File: src/amg_cfg.svh
// Constants for the alert mask and multipurpose pin configuration block.
`ifndef AMG_CFG_SVH
`define AMG_CFG_SVH

// ----------------------------------------------------------------------
// Command codes and reset values
// ----------------------------------------------------------------------
`define AMG_CMD_MASK_A     8'hd5
`define AMG_CMD_MASK_B     8'hd6
`define AMG_RESET_MASK_A   16'h8000
`define AMG_RESET_MASK_B   16'h0004

// ----------------------------------------------------------------------
// Field positions inside each alert mask
// ----------------------------------------------------------------------
`define AMG_POL_BIT        0
`define AMG_FUNC_LSB       1
`define AMG_FUNC_MSB       2
`define AMG_SRC_LSB        3
`define AMG_SRC_MSB        15
`define AMG_SRC_W          13

// Enable positions, one per status source.
`define AMG_EN_PASS_FAULT  15
`define AMG_EN_CUR_FAULT   14
`define AMG_EN_SOV_FAULT   13
`define AMG_EN_SUV_FAULT   12
`define AMG_EN_COMM_FAULT  11
`define AMG_EN_CUR_WARN    10
`define AMG_EN_CUR2_WARN   9
`define AMG_EN_SOV_WARN    8
`define AMG_EN_SUV_WARN    7
`define AMG_EN_AOV_WARN    6
`define AMG_EN_AUV_WARN    5
`define AMG_EN_INRUSH      4
`define AMG_EN_PWR_WARN    3

// ----------------------------------------------------------------------
// Pin function codes
// ----------------------------------------------------------------------
`define AMG_FUNC_ALERT     2'h0
`define AMG_FUNC_GPO       2'h1
`define AMG_FUNC_ALT       2'h2
`define AMG_FUNC_COMPARE   2'h3

`endif

File: src/amg_pkg.sv
// Types shared by the alert mask and multipurpose pin configuration block.
package amg_pkg;

  // Status sources, most significant first, matching mask bits 15..3.
  typedef struct packed {
    logic pass_device_fault;
    logic current_over_fault;
    logic supply_over_fault;
    logic supply_under_fault;
    logic comm_logic_fault;
    logic current_over_warn;
    logic current_second_warn;
    logic supply_over_warn;
    logic supply_under_warn;
    logic aux_over_warn;
    logic aux_under_warn;
    logic inrush_limit_fault;
    logic input_power_over_warn;
  } amg_src_type;

  // One decoded command from the PMBus engine.
  typedef struct packed {
    logic        write;
    logic [7:0]  code;
    logic [15:0] data;
  } amg_cmd_type;

  // Pin drive: level and output enable.
  typedef struct packed {
    logic out;
    logic oe;
  } amg_pin_type;

  typedef enum logic {
    AMG_IDLE,
    AMG_ANSWER
  } amg_state_type;

endpackage : amg_pkg

File: src/amg_pin_drive.sv
// Drive logic for one multipurpose alert pin.
`timescale 1ns/1ps
`default_nettype none
`include "amg_cfg.svh"

module amg_pin_drive
  import amg_pkg::*;
#(
  parameter bit ALT_IS_INPUT = 1'b1
) (
  input  wire logic        clk,
  input  wire logic        reset,
  input  wire logic [1:0]  function_sel,
  input  wire logic        polarity,
  input  wire logic        latched_hit,
  input  wire logic        live_hit,
  input  wire logic        alt_level,
  output amg_pin_type      pin,
  output logic             asserted
);

  // --------------------------------------------------------------------
  // Next pin state
  // --------------------------------------------------------------------
  // Alert style outputs are open drain and active low.
  wire logic is_alert   = (function_sel == `AMG_FUNC_ALERT);
  wire logic is_gpo     = (function_sel == `AMG_FUNC_GPO);
  wire logic is_alt     = (function_sel == `AMG_FUNC_ALT);
  wire logic is_compare = (function_sel == `AMG_FUNC_COMPARE);

  wire logic alt_assert = is_alt & ~ALT_IS_INPUT & alt_level;
  wire logic act_d      = (is_alert & latched_hit) |
                          (is_compare & live_hit) | alt_assert;

  amg_pin_type pin_d;
  assign pin_d.out = is_gpo ? polarity : 1'b0;
  assign pin_d.oe  = is_gpo | act_d;

  amg_pin_type pin_q;
  logic        act_q;

  always_ff @(posedge clk) begin
    if (reset) begin
      pin_q <= '0;
      act_q <= 1'b0;
    end else begin
      pin_q <= pin_d;
      act_q <= act_d;
    end
  end

  assign pin      = pin_q;
  assign asserted = act_q;

endmodule // amg_pin_drive
`default_nettype wire

File: src/amg_alert_cfg.sv
// Alert masks and multipurpose pin configuration with command access.
//
// Function
// - Mask A bit 3 resets 0; when set, input power warning raises alert.
// - Pin A function bits 2:1 reset 00; 00 gives latched alert output.
// - Pin A function 01: plain output, level set by the polarity bit.
// - Pin A function 10: pin is a conversion trigger input, not driven.
// - Pin A function 11: pin follows live unlatched selected conditions.
// - Polarity bit 0 resets 0; 0 drives low, 1 drives high in output mode.
// - Mask B answers command 0xd6 and resets to 0x0004.
// - Mask B bit 15 enables pass device fault onto alert B.
// - Mask B bit 14 enables output overcurrent fault onto alert B.
// - Mask B bit 13 enables input overvoltage fault onto alert B.
// - Mask B bit 12 enables input undervoltage fault onto alert B.
// - Mask B bit 11 enables communication or logic fault onto alert B.
// - Mask B bit 10 enables output overcurrent warning onto alert B.
// - Mask B bit 9 enables second current warning onto alert B.
// - Mask B bit 8 enables input overvoltage warning onto alert B.
// - Mask A answers command 0xd5, resets 0x8000, pass fault enabled.
// - Mask B function resets to 10, the retry fail output.
`timescale 1ns/1ps
`default_nettype none
`include "amg_cfg.svh"

module amg_alert_cfg
  import amg_pkg::*;
(
  input  wire logic        clk,
  input  wire logic        reset,
  input  wire logic        cmd_valid,
  input  wire amg_cmd_type cmd,
  output logic             cmd_ready,
  output logic             rsp_valid,
  output logic [15:0]      rsp_data,
  output logic             rsp_error,
  input  wire amg_src_type status_latched,
  input  wire amg_src_type status_live,
  input  wire logic        retry_fail,
  input  wire logic        multipin_a_in,
  output amg_pin_type      multipin_a,
  output amg_pin_type      multipin_b,
  output logic             convert_trigger_in,
  output logic             alert_a_active,
  output logic             alert_b_active,
  output logic [1:0]       multipin_a_function,
  output logic [1:0]       multipin_b_function
);

  // --------------------------------------------------------------------
  // Command handshake
  // --------------------------------------------------------------------
  // A command is taken in idle; its answer appears the next cycle.
  // Ready drops for the answer cycle, so commands come at most one in two
  // cycles, and a request still held when ready returns is taken again.
  amg_state_type state_q;
  amg_state_type state_d;
  amg_cmd_type   cmd_q;

  wire logic take = cmd_valid & (state_q == AMG_IDLE);

  always_comb begin
    state_d = state_q;
    case (state_q)
      AMG_IDLE: begin
        if (cmd_valid) begin
          state_d = AMG_ANSWER;
        end
      end
      AMG_ANSWER: begin
        state_d = AMG_IDLE;
      end
      default: begin
        state_d = AMG_IDLE;
      end
    endcase
  end

  always_ff @(posedge clk) begin
    if (reset) begin
      state_q <= AMG_IDLE;
    end else begin
      state_q <= state_d;
    end
  end

  always_ff @(posedge clk) begin
    if (reset) begin
      cmd_q <= '0;
    end else if (take) begin
      cmd_q <= cmd;
    end
  end

  assign cmd_ready = (state_q == AMG_IDLE);
  assign rsp_valid = (state_q == AMG_ANSWER);

  // --------------------------------------------------------------------
  // Address decode
  // --------------------------------------------------------------------
  // Decode uses the live command word, which is valid only in the taking
  // cycle; every strobe below is qualified by take for that reason.
  wire logic hit_a;
  wire logic hit_b;
  wire logic hit_none;

  assign hit_a    = (cmd.code == `AMG_CMD_MASK_A);
  assign hit_b    = (cmd.code == `AMG_CMD_MASK_B);
  assign hit_none = ~hit_a & ~hit_b;

  wire logic wr_a = take & cmd.write & hit_a;
  wire logic wr_b = take & cmd.write & hit_b;

  // --------------------------------------------------------------------
  // Alert mask registers
  // --------------------------------------------------------------------
  // Each mask is written as one whole word; there is no partial access,
  // so a write always replaces the function field and polarity as well.
  logic [15:0] alert_mask_a_q;
  logic [15:0] alert_mask_b_q;

  always_ff @(posedge clk) begin
    if (reset) begin
      alert_mask_a_q <= `AMG_RESET_MASK_A;
    end else if (wr_a) begin
      alert_mask_a_q <= cmd.data;
    end
  end

  always_ff @(posedge clk) begin
    if (reset) begin
      alert_mask_b_q <= `AMG_RESET_MASK_B;
    end else if (wr_b) begin
      alert_mask_b_q <= cmd.data;
    end
  end

  // --------------------------------------------------------------------
  // Read data
  // --------------------------------------------------------------------
  // Read data is the value held when the command was taken.
  logic [15:0] rdata_d;
  logic [15:0] rdata_q;
  logic        err_q;
  wire  logic [15:0] rsp_value_d;
  wire  logic        rsp_err_d;

  always_comb begin
    if (hit_a) begin
      rdata_d = alert_mask_a_q;
    end else if (hit_b) begin
      rdata_d = alert_mask_b_q;
    end else begin
      rdata_d = 16'h0000;
    end
  end

  // --------------------------------------------------------------------
  // Response shaping
  // --------------------------------------------------------------------
  // Writes answer with zero data; an unknown code flags an error for both
  // reads and writes, and a write to it is dropped.
  assign rsp_value_d = cmd.write ? 16'h0000 : rdata_d;
  assign rsp_err_d   = hit_none;

  always_ff @(posedge clk) begin
    if (reset) begin
      rdata_q <= 16'h0000;
      err_q   <= 1'b0;
    end else if (take) begin
      rdata_q <= rsp_value_d;
      err_q   <= rsp_err_d;
    end
  end

  assign rsp_data  = rdata_q;
  assign rsp_error = err_q;

  // --------------------------------------------------------------------
  // Per source enables of mask A
  // --------------------------------------------------------------------
  // Bit 15 is set out of reset, so a pass device fault alerts at once.
  amg_src_type en_a;

  assign en_a.pass_device_fault     =
    alert_mask_a_q[`AMG_EN_PASS_FAULT];
  assign en_a.current_over_fault    =
    alert_mask_a_q[`AMG_EN_CUR_FAULT];
  assign en_a.supply_over_fault     =
    alert_mask_a_q[`AMG_EN_SOV_FAULT];
  assign en_a.supply_under_fault    =
    alert_mask_a_q[`AMG_EN_SUV_FAULT];
  assign en_a.comm_logic_fault      =
    alert_mask_a_q[`AMG_EN_COMM_FAULT];
  assign en_a.current_over_warn     =
    alert_mask_a_q[`AMG_EN_CUR_WARN];
  assign en_a.current_second_warn   =
    alert_mask_a_q[`AMG_EN_CUR2_WARN];
  assign en_a.supply_over_warn      =
    alert_mask_a_q[`AMG_EN_SOV_WARN];
  assign en_a.supply_under_warn     =
    alert_mask_a_q[`AMG_EN_SUV_WARN];
  assign en_a.aux_over_warn         =
    alert_mask_a_q[`AMG_EN_AOV_WARN];
  assign en_a.aux_under_warn        =
    alert_mask_a_q[`AMG_EN_AUV_WARN];
  assign en_a.inrush_limit_fault    =
    alert_mask_a_q[`AMG_EN_INRUSH];
  assign en_a.input_power_over_warn =
    alert_mask_a_q[`AMG_EN_PWR_WARN];

  // --------------------------------------------------------------------
  // Per source enables of mask B
  // --------------------------------------------------------------------
  // All enables of mask B are clear out of reset.
  amg_src_type en_b;

  assign en_b.pass_device_fault     =
    alert_mask_b_q[`AMG_EN_PASS_FAULT];
  assign en_b.current_over_fault    =
    alert_mask_b_q[`AMG_EN_CUR_FAULT];
  assign en_b.supply_over_fault     =
    alert_mask_b_q[`AMG_EN_SOV_FAULT];
  assign en_b.supply_under_fault    =
    alert_mask_b_q[`AMG_EN_SUV_FAULT];
  assign en_b.comm_logic_fault      =
    alert_mask_b_q[`AMG_EN_COMM_FAULT];
  assign en_b.current_over_warn     =
    alert_mask_b_q[`AMG_EN_CUR_WARN];
  assign en_b.current_second_warn   =
    alert_mask_b_q[`AMG_EN_CUR2_WARN];
  assign en_b.supply_over_warn      =
    alert_mask_b_q[`AMG_EN_SOV_WARN];
  assign en_b.supply_under_warn     = alert_mask_b_q[`AMG_EN_SUV_WARN];
  assign en_b.aux_over_warn         = alert_mask_b_q[`AMG_EN_AOV_WARN];
  assign en_b.aux_under_warn        = alert_mask_b_q[`AMG_EN_AUV_WARN];
  assign en_b.inrush_limit_fault    = alert_mask_b_q[`AMG_EN_INRUSH];
  assign en_b.input_power_over_warn = alert_mask_b_q[`AMG_EN_PWR_WARN];

  // --------------------------------------------------------------------
  // Masked sources
  // --------------------------------------------------------------------
  // The status bits are latched upstream, so the alert holds until
  // software clears every enabled bit that is set.
  wire logic [`AMG_SRC_W-1:0] latched_a;
  wire logic [`AMG_SRC_W-1:0] latched_b;
  wire logic [`AMG_SRC_W-1:0] live_a;
  wire logic [`AMG_SRC_W-1:0] live_b;

  assign latched_a = status_latched & en_a;
  assign latched_b = status_latched & en_b;
  assign live_a    = status_live & en_a;
  assign live_b    = status_live & en_b;

  // --------------------------------------------------------------------
  // Pin A causes
  // --------------------------------------------------------------------
  wire logic latched_hit_a = |latched_a;
  wire logic live_hit_a    = |live_a;

  // --------------------------------------------------------------------
  // Pin B causes
  // --------------------------------------------------------------------
  wire logic latched_hit_b = |latched_b;
  wire logic live_hit_b    = |live_b;

  // --------------------------------------------------------------------
  // Function fields and polarity
  // --------------------------------------------------------------------
  // The function field picks alert, plain output, the alternate use of
  // the pin, or comparator; polarity matters only for plain output.
  // A change of function reaches the pin on the edge after the write
  // lands, so the pin may show one cycle of the old function.
  wire logic [1:0] func_a = alert_mask_a_q[`AMG_FUNC_MSB:`AMG_FUNC_LSB];
  wire logic [1:0] func_b = alert_mask_b_q[`AMG_FUNC_MSB:`AMG_FUNC_LSB];
  wire logic       pol_a  = alert_mask_a_q[`AMG_POL_BIT];
  wire logic       pol_b  = alert_mask_b_q[`AMG_POL_BIT];

  assign multipin_a_function = func_a;
  assign multipin_b_function = func_b;

  // --------------------------------------------------------------------
  // Pin A: alert, output, conversion input or comparator
  // --------------------------------------------------------------------
  // In the alternate function pin A is released and read as an input.
  // Its drive stage then keeps the output enable low.
  amg_pin_drive #(
    .ALT_IS_INPUT (1'b1)
  ) u_pin_a (
    .clk          (clk),
    .reset        (reset),
    .function_sel (func_a),
    .polarity     (pol_a),
    .latched_hit  (latched_hit_a),
    .live_hit     (live_hit_a),
    .alt_level    (1'b0),
    .pin          (multipin_a),
    .asserted     (alert_a_active)
  );

  // --------------------------------------------------------------------
  // Pin B: alert, output, retry fail or comparator
  // --------------------------------------------------------------------
  // In the alternate function pin B pulls low while retry has failed.
  // Its drive follows the retry fail input one clock later, through the pin register.
  amg_pin_drive #(
    .ALT_IS_INPUT (1'b0)
  ) u_pin_b (
    .clk          (clk),
    .reset        (reset),
    .function_sel (func_b),
    .polarity     (pol_b),
    .latched_hit  (latched_hit_b),
    .live_hit     (live_hit_b),
    .alt_level    (retry_fail),
    .pin          (multipin_b),
    .asserted     (alert_b_active)
  );

  // --------------------------------------------------------------------
  // Conversion trigger from pin A
  // --------------------------------------------------------------------
  // A rising edge on pin A starts a conversion only in input function.
  // The previous level is cleared while another function is selected,
  // so switching into input mode with the pin high gives one trigger.
  wire logic convert_trigger_in_mode = (func_a == `AMG_FUNC_ALT);
  logic      pin_a_prev_q;
  logic      convert_trigger_in_q;

  always_ff @(posedge clk) begin
    if (reset) begin
      pin_a_prev_q <= 1'b0;
      convert_trigger_in_q       <= 1'b0;
    end else begin
      pin_a_prev_q <= convert_trigger_in_mode & multipin_a_in;
      convert_trigger_in_q       <= convert_trigger_in_mode & multipin_a_in & ~pin_a_prev_q;
    end
  end

  assign convert_trigger_in = convert_trigger_in_q;

endmodule // amg_alert_cfg
`default_nettype wire

File: config.mk
export PLATFORM = sky130hd
export DESIGN_NAME = amg_alert_cfg
export DESIGN_NICKNAME = d
export VERILOG_FILES = /design/src/amg_pkg.sv /design/src/amg_pin_drive.sv /design/src/amg_alert_cfg.sv
export VERILOG_INCLUDE_DIRS = /design/src /design/src/src
export SDC_FILE = /design/constraint.sdc
export NUM_CORES = 1
export LEC_CHECK = 0
export BUFFER_PORTS_ARGS = -buffer_cell sky130_fd_sc_hd__buf_2
export CELL_PAD_IN_SITES_DETAIL_PLACEMENT = 0
export CELL_PAD_IN_SITES_GLOBAL_PLACEMENT = 1
export CORE_MARGIN = 2
export CORE_UTILIZATION = 39
export CTS_CLUSTER_SIZE = 12
export DETAILED_ROUTE_END_ITERATION = 6
export GPL_TIMING_DRIVEN = 0
export PLACE_DENSITY = 0.81
export SYNTH_ARGS = -nofsm -noshare
export SYNTH_HDL_FRONTEND = slang
export SYNTH_SLANG_ARGS = --single-unit
File: constraint.sdc
create_clock -name clk -period 3 [get_ports clk]
set_input_delay 0.3 -clock clk [delete_from_list [all_inputs] [get_ports clk]]
set_output_delay 0.3 -clock clk [all_outputs]
set_load 0.01 [all_outputs]
Word-level counts from Yosys, hierarchy flattened
Cells that the tools add are included. W data, S select, Z words.

Register bits after elaboration: 58. Input port bits: 56. Output and inout port bits: 30. Word-level logic and storage cells: 61.

Equality and inequality tests: 8. Multiplexer cells: 5. Bitwise operators: 27. Reduce and logical (&&, ||, !) cells: 8.

Operators with widths (number): $and A13 B13 Y13 (4); $reduce_or A13 Y1 (4); $mux W16 (3); $eq A8 B8 Y1 const B (2); $and A1 B1 Y1 (12); $eq A2 B2 Y1 const B (4); $not A1 Y1 (6); $or A1 B1 Y1 (5); $eq A2 B1 Y1 const B (2); $logic_not A2 Y1 (2); $reduce_or A2 Y1 (2); $pmux W1 S2 (1); $mux W1 (1).

Logic depth before layout (Yosys ltp)
Gate-level depths: netlist (run 1).

Depth after elaboration: 6. Mapped depth: 6. Depth with buffers taken out: 4.

By module
Synthesis (run 1) repeated with hierarchy kept, for this count alone.

Cell total of the unflattened synthesis: 279. Area, all modules: 2862.7 µm².

By module, submodules not included: amg_alert_cfg (times used 1, cells an instance 259, area an instance 2621.3 µm²); amg_pin_drive (u_pin_b) (times used 1, cells an instance 10, area an instance 121.4 µm²); amg_pin_drive (u_pin_a) (times used 1, cells an instance 10, area an instance 120.1 µm²).

Least setup slack after synthesis (run 1)
OpenSTA, ideal clock, no wires.

Path type: input to register. From: input port cmd[17] (netlist bit). To: register alert_mask_a_q[10]. Data arrival time: 1.506 ns. Path slack: 1.367 ns. Stages: 5. Buffers on the path: 1. Cells stage by stage: nand2b_2 > nor4_4 > buf_6 > mux2i_1 > nor2_1.

Longest elaborated chain between the ends: 2.

RTL lines: from (decl) (line amg_alert_cfg.sv:31) `input wire amg_cmd_type cmd,`; $eq A8 B8 Y1 (no line); $and A1 B1 Y1 (line amg_alert_cfg.sv:110) `wire logic wr_a = take & cmd.write & hit_a;`; to (signal assigned) (line amg_alert_cfg.sv:123) `` alert_mask_a_q <= `AMG_RESET_MASK_A; ``; to (signal assigned) (line amg_alert_cfg.sv:125) `alert_mask_a_q <= cmd.data;`; to (decl) (line amg_alert_cfg.sv:118) `logic [15:0] alert_mask_a_q;`.

Every way passes these cells. A chain may end at the register's enable or synchronous reset.

Worst setup path in the final report (run 1)
From: register state_q, in the netlist rsp_valid. To: register alert_mask_a_q[12].

Longest elaborated chain between the ends: 4.

RTL lines: from (decl) (line amg_alert_cfg.sv:55) `amg_state_type state_q;`; from (signal assigned) (line amg_alert_cfg.sv:82) `state_q <= state_d;`; $not A1 Y1; $and A1 B1 Y1 (line amg_alert_cfg.sv:59) `wire logic take = cmd_valid & (state_q == AMG_IDLE);`; $and A1 B1 Y1 (2 in series) (line amg_alert_cfg.sv:110).

Every way passes these cells.

==> results of run 1 <==
==> layout make-up <==
| class | count | share of cell area [%] |
|---|---|---|
| buffer | 15 | 3.20 |
| clock buffer | 12 | 4.90 |
| clock inverter | 3 | 0.474 |
| multi-input combinational | 181 | 38.1 |
| tap | 77 | 3.04 |
| timing repair buffer | 84 | 13.3 |
| sequential | 58 | 36.7 |
| inverter | 3 | 0.356 |
==> power breakdown <==
| group | internal (mW) | switching (mW) |
|---|---|---|
| Clock | 0.336 | 0.297 |
| Combinational | 0.0422 | 0.0603 |
| Sequential | 0.775 | 0.00220 |
| Total | 1.15 | 0.360 |
==> sequential cells by signal, summed over array words and instances (netlist names) <==
| register | cells |
|---|---|
| alert_mask_a_q | 16 |
| alert_mask_b_q | 16 |
| convert_trigger_in | 1 |
| pin_a_prev_q | 1 |
| rsp_data | 16 |
| rsp_error | 1 |
| rsp_valid | 1 |
| u_pin_a.asserted | 1 |
| u_pin_a.pin | 2 |
| u_pin_b.asserted | 1 |
| u_pin_b.pin | 2 |
==> cell usage in the layout, fill, tap and decap left out, types with 2 or more instances in the layout <==
master / count
buf_2: 86
dfxtp_1: 58
nand2_1: 39
a22oi_1: 36
nor2_1: 32
mux2i_1: 31
clkbuf_8: 11
clkbuf_1: 5
buf_4: 5
nor3_1: 5
nand3_1: 5
a21oi_1: 4
inv_1: 3
nor4_4: 3
buf_6: 3
a222oi_1: 3
o21ai_0: 3
clkinv_2: 3
nor4_1: 2
a22o_1: 2
o211ai_1: 2
o31ai_1: 2
==> path summary, 6_finish.rpt <==
| kind | cells after the start | slack, ns | end | start |
|---|---|---|---|---|
| hold / removal | 3 | 0.21 | alert_mask_a_q[3] | cmd[3] |
| hold reg to reg | 1 | 0.38 | convert_trigger_in | pin_a_prev_q |
| setup reg to reg | 5 | 1.23 | alert_mask_a_q[12] | rsp_valid |
| setup / recovery | 5 | 1.23 | alert_mask_a_q[12] | rsp_valid |
==> cells by family (layout without fill, tap and decap cells) <==
logic type	count (synthesis)	count (layout)
flip-flops	58	58
AO/OA/AOI/OAI	54	54
buffers and inverters	18	117
AND/OR/NAND/NOR	96	96
multiplexers	31	31
==> stage by stage <==
stage / power [mW] / hold slack [ns] / utilization (%)
2_1_floorplan: 0.829 / 0.367 / -
3_3_place_gp: 0.894 / 0.371 / 48.0
3_5_place_dp: 0.896 / 0.377 / 48.0
4_1_cts: 1.52 / 0.208 / 50.7
5_1_grt: 1.56 / 0.205 / 50.7
6_report: 1.51 / 0.215 / 50.7
==> per-layer routing <==
layer  global-route usage [%]  routed length (um)
met1                     28.0                3320
met2                     32.7                3290
met3                     5.64                 559
met4                     7.92                  95
met5                        0                   0
==> worst min-delay path: cells and delay by family <==
kind | cells | cell delay [ns]
buffers and inverters | 1 | 0.09
muxes | 1 | 0.06
and+or+nand+nor | 1 | 0.07
==> impl_metrics.tcl, run 1 <==
set metrics [dict create \
    dr_total_vias 2312 \
    post_dr_wirelength_cell_um 16.8 \
    ys_dominant_reg_cell "dfxtp_1" \
    post_synth_fa_ha_maj_area_fraction_pct 0 \
    finalWorstSetupSlack_ns 1.23 \
    stdcell_count 433 \
    power.density_cell_area_mw_per_mm2 478 \
    final_period_minus_worst_setup_slack_ns 1.77 \
    synth-seq-cells 58 \
    synth_largest_type_area_fraction_pct 46.8 \
    required_ns 3.20 \
    chipWidth_um 83.7 \
    multi_input_area_mm2 0.00120 \
    synth_top_family_by_area "simple AND/OR/NAND/NOR gates" \
    synth_edf_count 0 \
    fillCellCount 631 \
    detailed_place.area_mm2 0.00300 \
    synthDistinctLibCells 33 \
    post_synth_and_or_nand_nor_area_fraction_pct 19.9 \
    critical_path_peak_fanout 10 \
    setup_cp_type "reg -> reg" \
    power.leakage_nw 1.40 \
    muxShareOfSynthArea_pct 12.5 \
    area_growth_pct 27.7 \
    place_hpwl_um 5440 \
    min_path_type "in -> reg" \
    pin_count 86 \
    rsz0062_at_grt "false" \
    regArea_mm2 0.00116 \
    post-cts-setup-buffer-count 0 \
    fp.dieArea_mm2 0.00701 \
    global_route_wire_length_before_repair_um 11200 \
    worstSkewPairLatency_ns 0.34 \
    crit_family "simple AND/OR/NAND/NOR gates" \
    final_max_slew_viol_count 0 \
    cp-start-kind "register" \
    timing.critical_path.to_type "register" \
    final_hold_viol_count 0 \
    setup_tns_ns 0 \
    status "completed" \
    timing.max_slew.rel_slack_pct 54.0 \
    critical_path.slowest_cell "nor4_4" \
    worstPathArrival_ns 1.97 \
    share_of_the_clock_period_used_by_the_worst_path_pct 59.1 \
    post_route_cell_area_mm2 0.00317 \
    crit_path_cell_trace "nand3b_1 -> nor4_4 -> buf_6 -> mux2i_1 -> nor2_1" \
    drt-vias-per-instance 5.34 \
    synth_compound_area_share_pct 16.2 \
    worst_clock_skew_ns 0.00991 \
    cts.reportedPaths.clkPinSlew_ns 0.07 \
    routed_wirelength_um 7270 \
    cp.buffers_inverters 1 \
    place.detailed.instances 418 \
    synth_cells 257 \
    clkSinkCount 58 \
    cts_hold_buffers 0 \
    die_height_um 83.7 \
    synthMostInstantiatedCell "dfxtp_1" \
    max-vdd-ir-drop_mv 0.304 \
    cts_made_buffers 9 \
    cts.repair.resized 0 \
    final_nets 408 \
    synth_top_cell_by_area "dfxtp_1" \
    syn-cell-area_mm2 0.00248 \
    design.core.area_mm2 0.00624 \
    synthXorXnorAreaFrac_pct 0 \
    timing.fmax_mhz 564 \
    asyncSetResetFlopFracSynth_pct 0 \
    synth.net_count 313 \
    max_slew.worst_pin.slew_ns 0.685 \
    placement.setup.worst_slack_ns 1.02 \
    antenna_left 0 \
    starting_density_pct 39.7 \
    grt_max_degree 11 \
    critical_path.max_stage_delay_ns 0.54 \
    postSynthAreaPerCell_um2 9.64 \
    setup_violating_endpoint_count_in_the_final_report 0 \
    cts-root-buf "clkbuf_8" \
    gr-total-overflow 0 \
    num_rows 29 \
    insertedDiodeCount 0 \
    sequential_element_share_of_the_synthesized_area_pct 46.8 \
    grt_antenna_before_repair 0 \
    layout-drive-gt1-share_pct 32.6 \
    top_area_cells_in_the_synthesized_netlist "dfxtp_1 (47%), mux2i_1 (13%), a22oi_1 (11%), nand2_1 (5.9%), nor2_1 (4.8%)" \
    drv.max_cap_violation_count 0 \
    grt.total_usage_pct 21.0 \
    yosysWarnings 0 \
    violation_count_after_the_first_detailed_routing_iteration 105 \
    netlist_top_cells_count "dfxtp_1 (58), nand2_1 (39), a22oi_1 (36), nor2_1 (32), mux2i_1 (31)" \
    tritoncts "built" \
    drt_first_pass_iters 5 \
    ctsLongestPathBuffers 2 \
    number_of_global_route_vias_before_repair 2169 \
    remaining_drc_errors 0 \
    htree_levels 3 \
    input_output_buffers 84 \
    gpl.final_weighted_congestion 0.826 \
]
(Power assumes the default switching activity.)
==> run 2, diff against run 1 <==
--- a/config.mk
+++ b/config.mk
@@ -10,11 +10,11 @@
 export CELL_PAD_IN_SITES_DETAIL_PLACEMENT = 0
 export CELL_PAD_IN_SITES_GLOBAL_PLACEMENT = 1
 export CORE_MARGIN = 2
-export CORE_UTILIZATION = 39
+export CORE_UTILIZATION = 33
 export CTS_CLUSTER_SIZE = 12
 export DETAILED_ROUTE_END_ITERATION = 6
 export GPL_TIMING_DRIVEN = 0
-export PLACE_DENSITY = 0.81
+export PLACE_DENSITY = 0.73
 export SYNTH_ARGS = -nofsm -noshare
 export SYNTH_HDL_FRONTEND = slang
 export SYNTH_SLANG_ARGS = --single-unit
==> constraint.sdc (replaced) <==
create_clock -name clk -period 1.6 [get_ports clk]
set_input_delay 0.16 -clock clk [delete_from_list [all_inputs] [get_ports clk]]
set_output_delay 0.16 -clock clk [all_outputs]
set_load 0.01 [all_outputs]
==> run 2 against run 1 <==
  * Register-to-register slack lost 1.2 ns
  * Final cell count grew 7.6%
  * Core utilization shrank 3.2 points
  * Hold slack lost 0.13 ns
  * Critical path depth grew 1
  * Combinational power grew 97%
  * Die area grew 17%
  * Largest power group unchanged
==> impl_metrics.tcl, run 2 (synthesis results as in run 1) <==
set metrics [dict create \
    cts_made_buffers 9 \
    max_slew.worst_pin.slew_ns 0.573 \
    global_route_wire_length_before_repair_um 12700 \
    dr_total_vias 2347 \
    pin_count 86 \
    area_growth_pct 39.2 \
    status "completed" \
    clkSinkCount 58 \
    routed_wirelength_um 8090 \
    input_output_buffers 84 \
    max-vdd-ir-drop_mv 0.343 \
    power.density_cell_area_mw_per_mm2 858 \
    setup_violating_endpoint_count_in_the_final_report 0 \
    worst_clock_skew_ns 0.00886 \
    final_max_slew_viol_count 0 \
    rsz0062_at_grt "true" \
    remaining_drc_errors 0 \
    insertedDiodeCount 0 \
    htree_levels 3 \
    tritoncts "built" \
    critical_path_peak_fanout 5 \
    setup.reg_to_reg.worst_slack_ns 0.01 \
    place_hpwl_um 5730 \
    crit-reg2reg-capture "rsp_data[6]" \
    min_path_type "in -> reg" \
    cts_hold_buffers 0 \
    ctsLongestPathBuffers 2 \
    antenna_left 0 \
    reg2reg_from "rsp_valid" \
    grt_max_degree 11 \
    grt_antenna_before_repair 0 \
    mostFrequentLayoutCells "buf_2 (85), dfxtp_1 (57), nor2_1 (32)" \
    worstPathArrival_ns 1.87 \
    fp.dieArea_mm2 0.00822 \
    timing.hold.worst_path_depth 3 \
    timing.hold.ws_ns 0.0827 \
    cts-root-buf "clkbuf_8" \
    grt.total_usage_pct 20.5 \
    share_of_the_clock_period_used_by_the_worst_path_pct 99.3 \
    drv.max_cap_violation_count 0 \
    placement.setup.worst_slack_ns -0.291 \
    chipWidth_um 90.7 \
    drt-vias-per-instance 5.04 \
    timing.max_slew.rel_slack_pct 61.8 \
    starting_density_pct 34.2 \
    setup_cp_type "reg -> reg" \
    final_period_minus_worst_setup_slack_ns 1.59 \
    layout-drive-gt1-share_pct 41.4 \
    required_ns 1.88 \
    power.leakage_nw 1.50 \
    cp-start-kind "register" \
    hold_sp "cmd[6]" \
    num_rows 31 \
    gr-total-overflow 0 \
    cts.reportedPaths.clkPinSlew_ns 0.06 \
    final_nets 419 \
    gpl.final_weighted_congestion 0.868 \
    hold_end "alert_mask_b_q[6]" \
    timing.fmax_mhz 629 \
    design.core.area_mm2 0.00725 \
    number_of_global_route_vias_before_repair 2371 \
    worst_r2r_path_depth 6 \
    layout_commonest_cell "buf_2" \
    fillCellCount 713 \
    final_hold_viol_count 0 \
    violation_count_after_the_first_detailed_routing_iteration 143 \
    die_height_um 90.7 \
    post_dr_wirelength_cell_um 17.4 \
    drt_first_pass_iters 4 \
    worstSkewPairLatency_ns 0.34 \
    timing.critical_path.to_type "register" \
    finalWorstSetupSlack_ns 0.0114 \
]
## run 2: changes by cell type in the layout (fill, tap and decap cells not counted), sizes merged
cell	change
buf	+11
bufinv	+1
clkinv	-1
## run 2: worst max path at each step
stage               from            endpoint  slack (ns)  cells past startpoint
6_report       rsp_valid         rsp_data[6]        0.01                      6
5_1_grt        rsp_valid  alert_mask_b_q[14]       -0.06                      6
4_1_cts        rsp_valid        rsp_data[15]       -0.06                      6
3_5_place_dp     cmd[17]  alert_mask_a_q[11]       -0.29                      6
3_3_place_gp     cmd[17]  alert_mask_a_q[11]       -0.29                      6
2_1_floorplan  rsp_valid  alert_mask_a_q[10]        0.05                      5
## run 2: what timing repair did
action                                  4_1_cts  5_1_grt
pin swaps                                    13       16
endpoints found under the setup margin       32       47
buffers inserted                              8        1
gates cloned                                  2        0
gates resized for setup                      12       31
## run 2: power by group
| group | switching, mW | internal (mW) |
|---|---|---|
| registers | 0.00402 | 1.45 |
| clock network | 0.550 | 0.749 |
| logic | 0.120 | 0.0809 |
## run 2: metal layers
metal / up-vias / global-route usage [%] / wire (um)
li1: 1148 / - / -
met2: 92 / 30.7 / 3640
met5: - / 0 / 0
met4: 0 / 9.10 / 173
met1: 1094 / 27.9 / 3800
met3: 13 / 4.67 / 475
## run 2: cell type report
cell class | count | area (um^2) | share of cell area, %
Buffer | 15 | 120 | 3.48
Clock buffer | 12 | 145 | 4.21
Sequential cell | 58 | 1160 | 33.7
Clock inverter | 3 | 40.0 | 1.16
Multi-Input combinational cell | 181 | 1310 | 38.1
Inverter | 3 | 11.3 | 0.326
Timing Repair Buffer | 95 | 533 | 15.5
Tap cell | 99 | 124 | 3.59
## run 2: stage by stage
stage	TNS (ns)	utilization (%)	area (um^2)	instances	power, mW
after floorplan	0	-	2480	257	1.56
after global placement	-4.94	41.7	3020	440	1.68
after CTS	-0.654	45.7	3310	465	2.98
after detailed placement	-5.19	41.7	3020	440	1.68
final	0	47.6	3450	466	2.96
after global routing	-0.802	47.6	3450	466	3.07
## run 2: worst max-delay path, cell delays in order, from the launching register on
cell and delay [ns]:
dfxtp_2 0.33, or4b_4 0.58, nor4_4 0.16, buf_4 0.20
buf_6 0.15, nand2_2 0.06, nand2_1 0.07
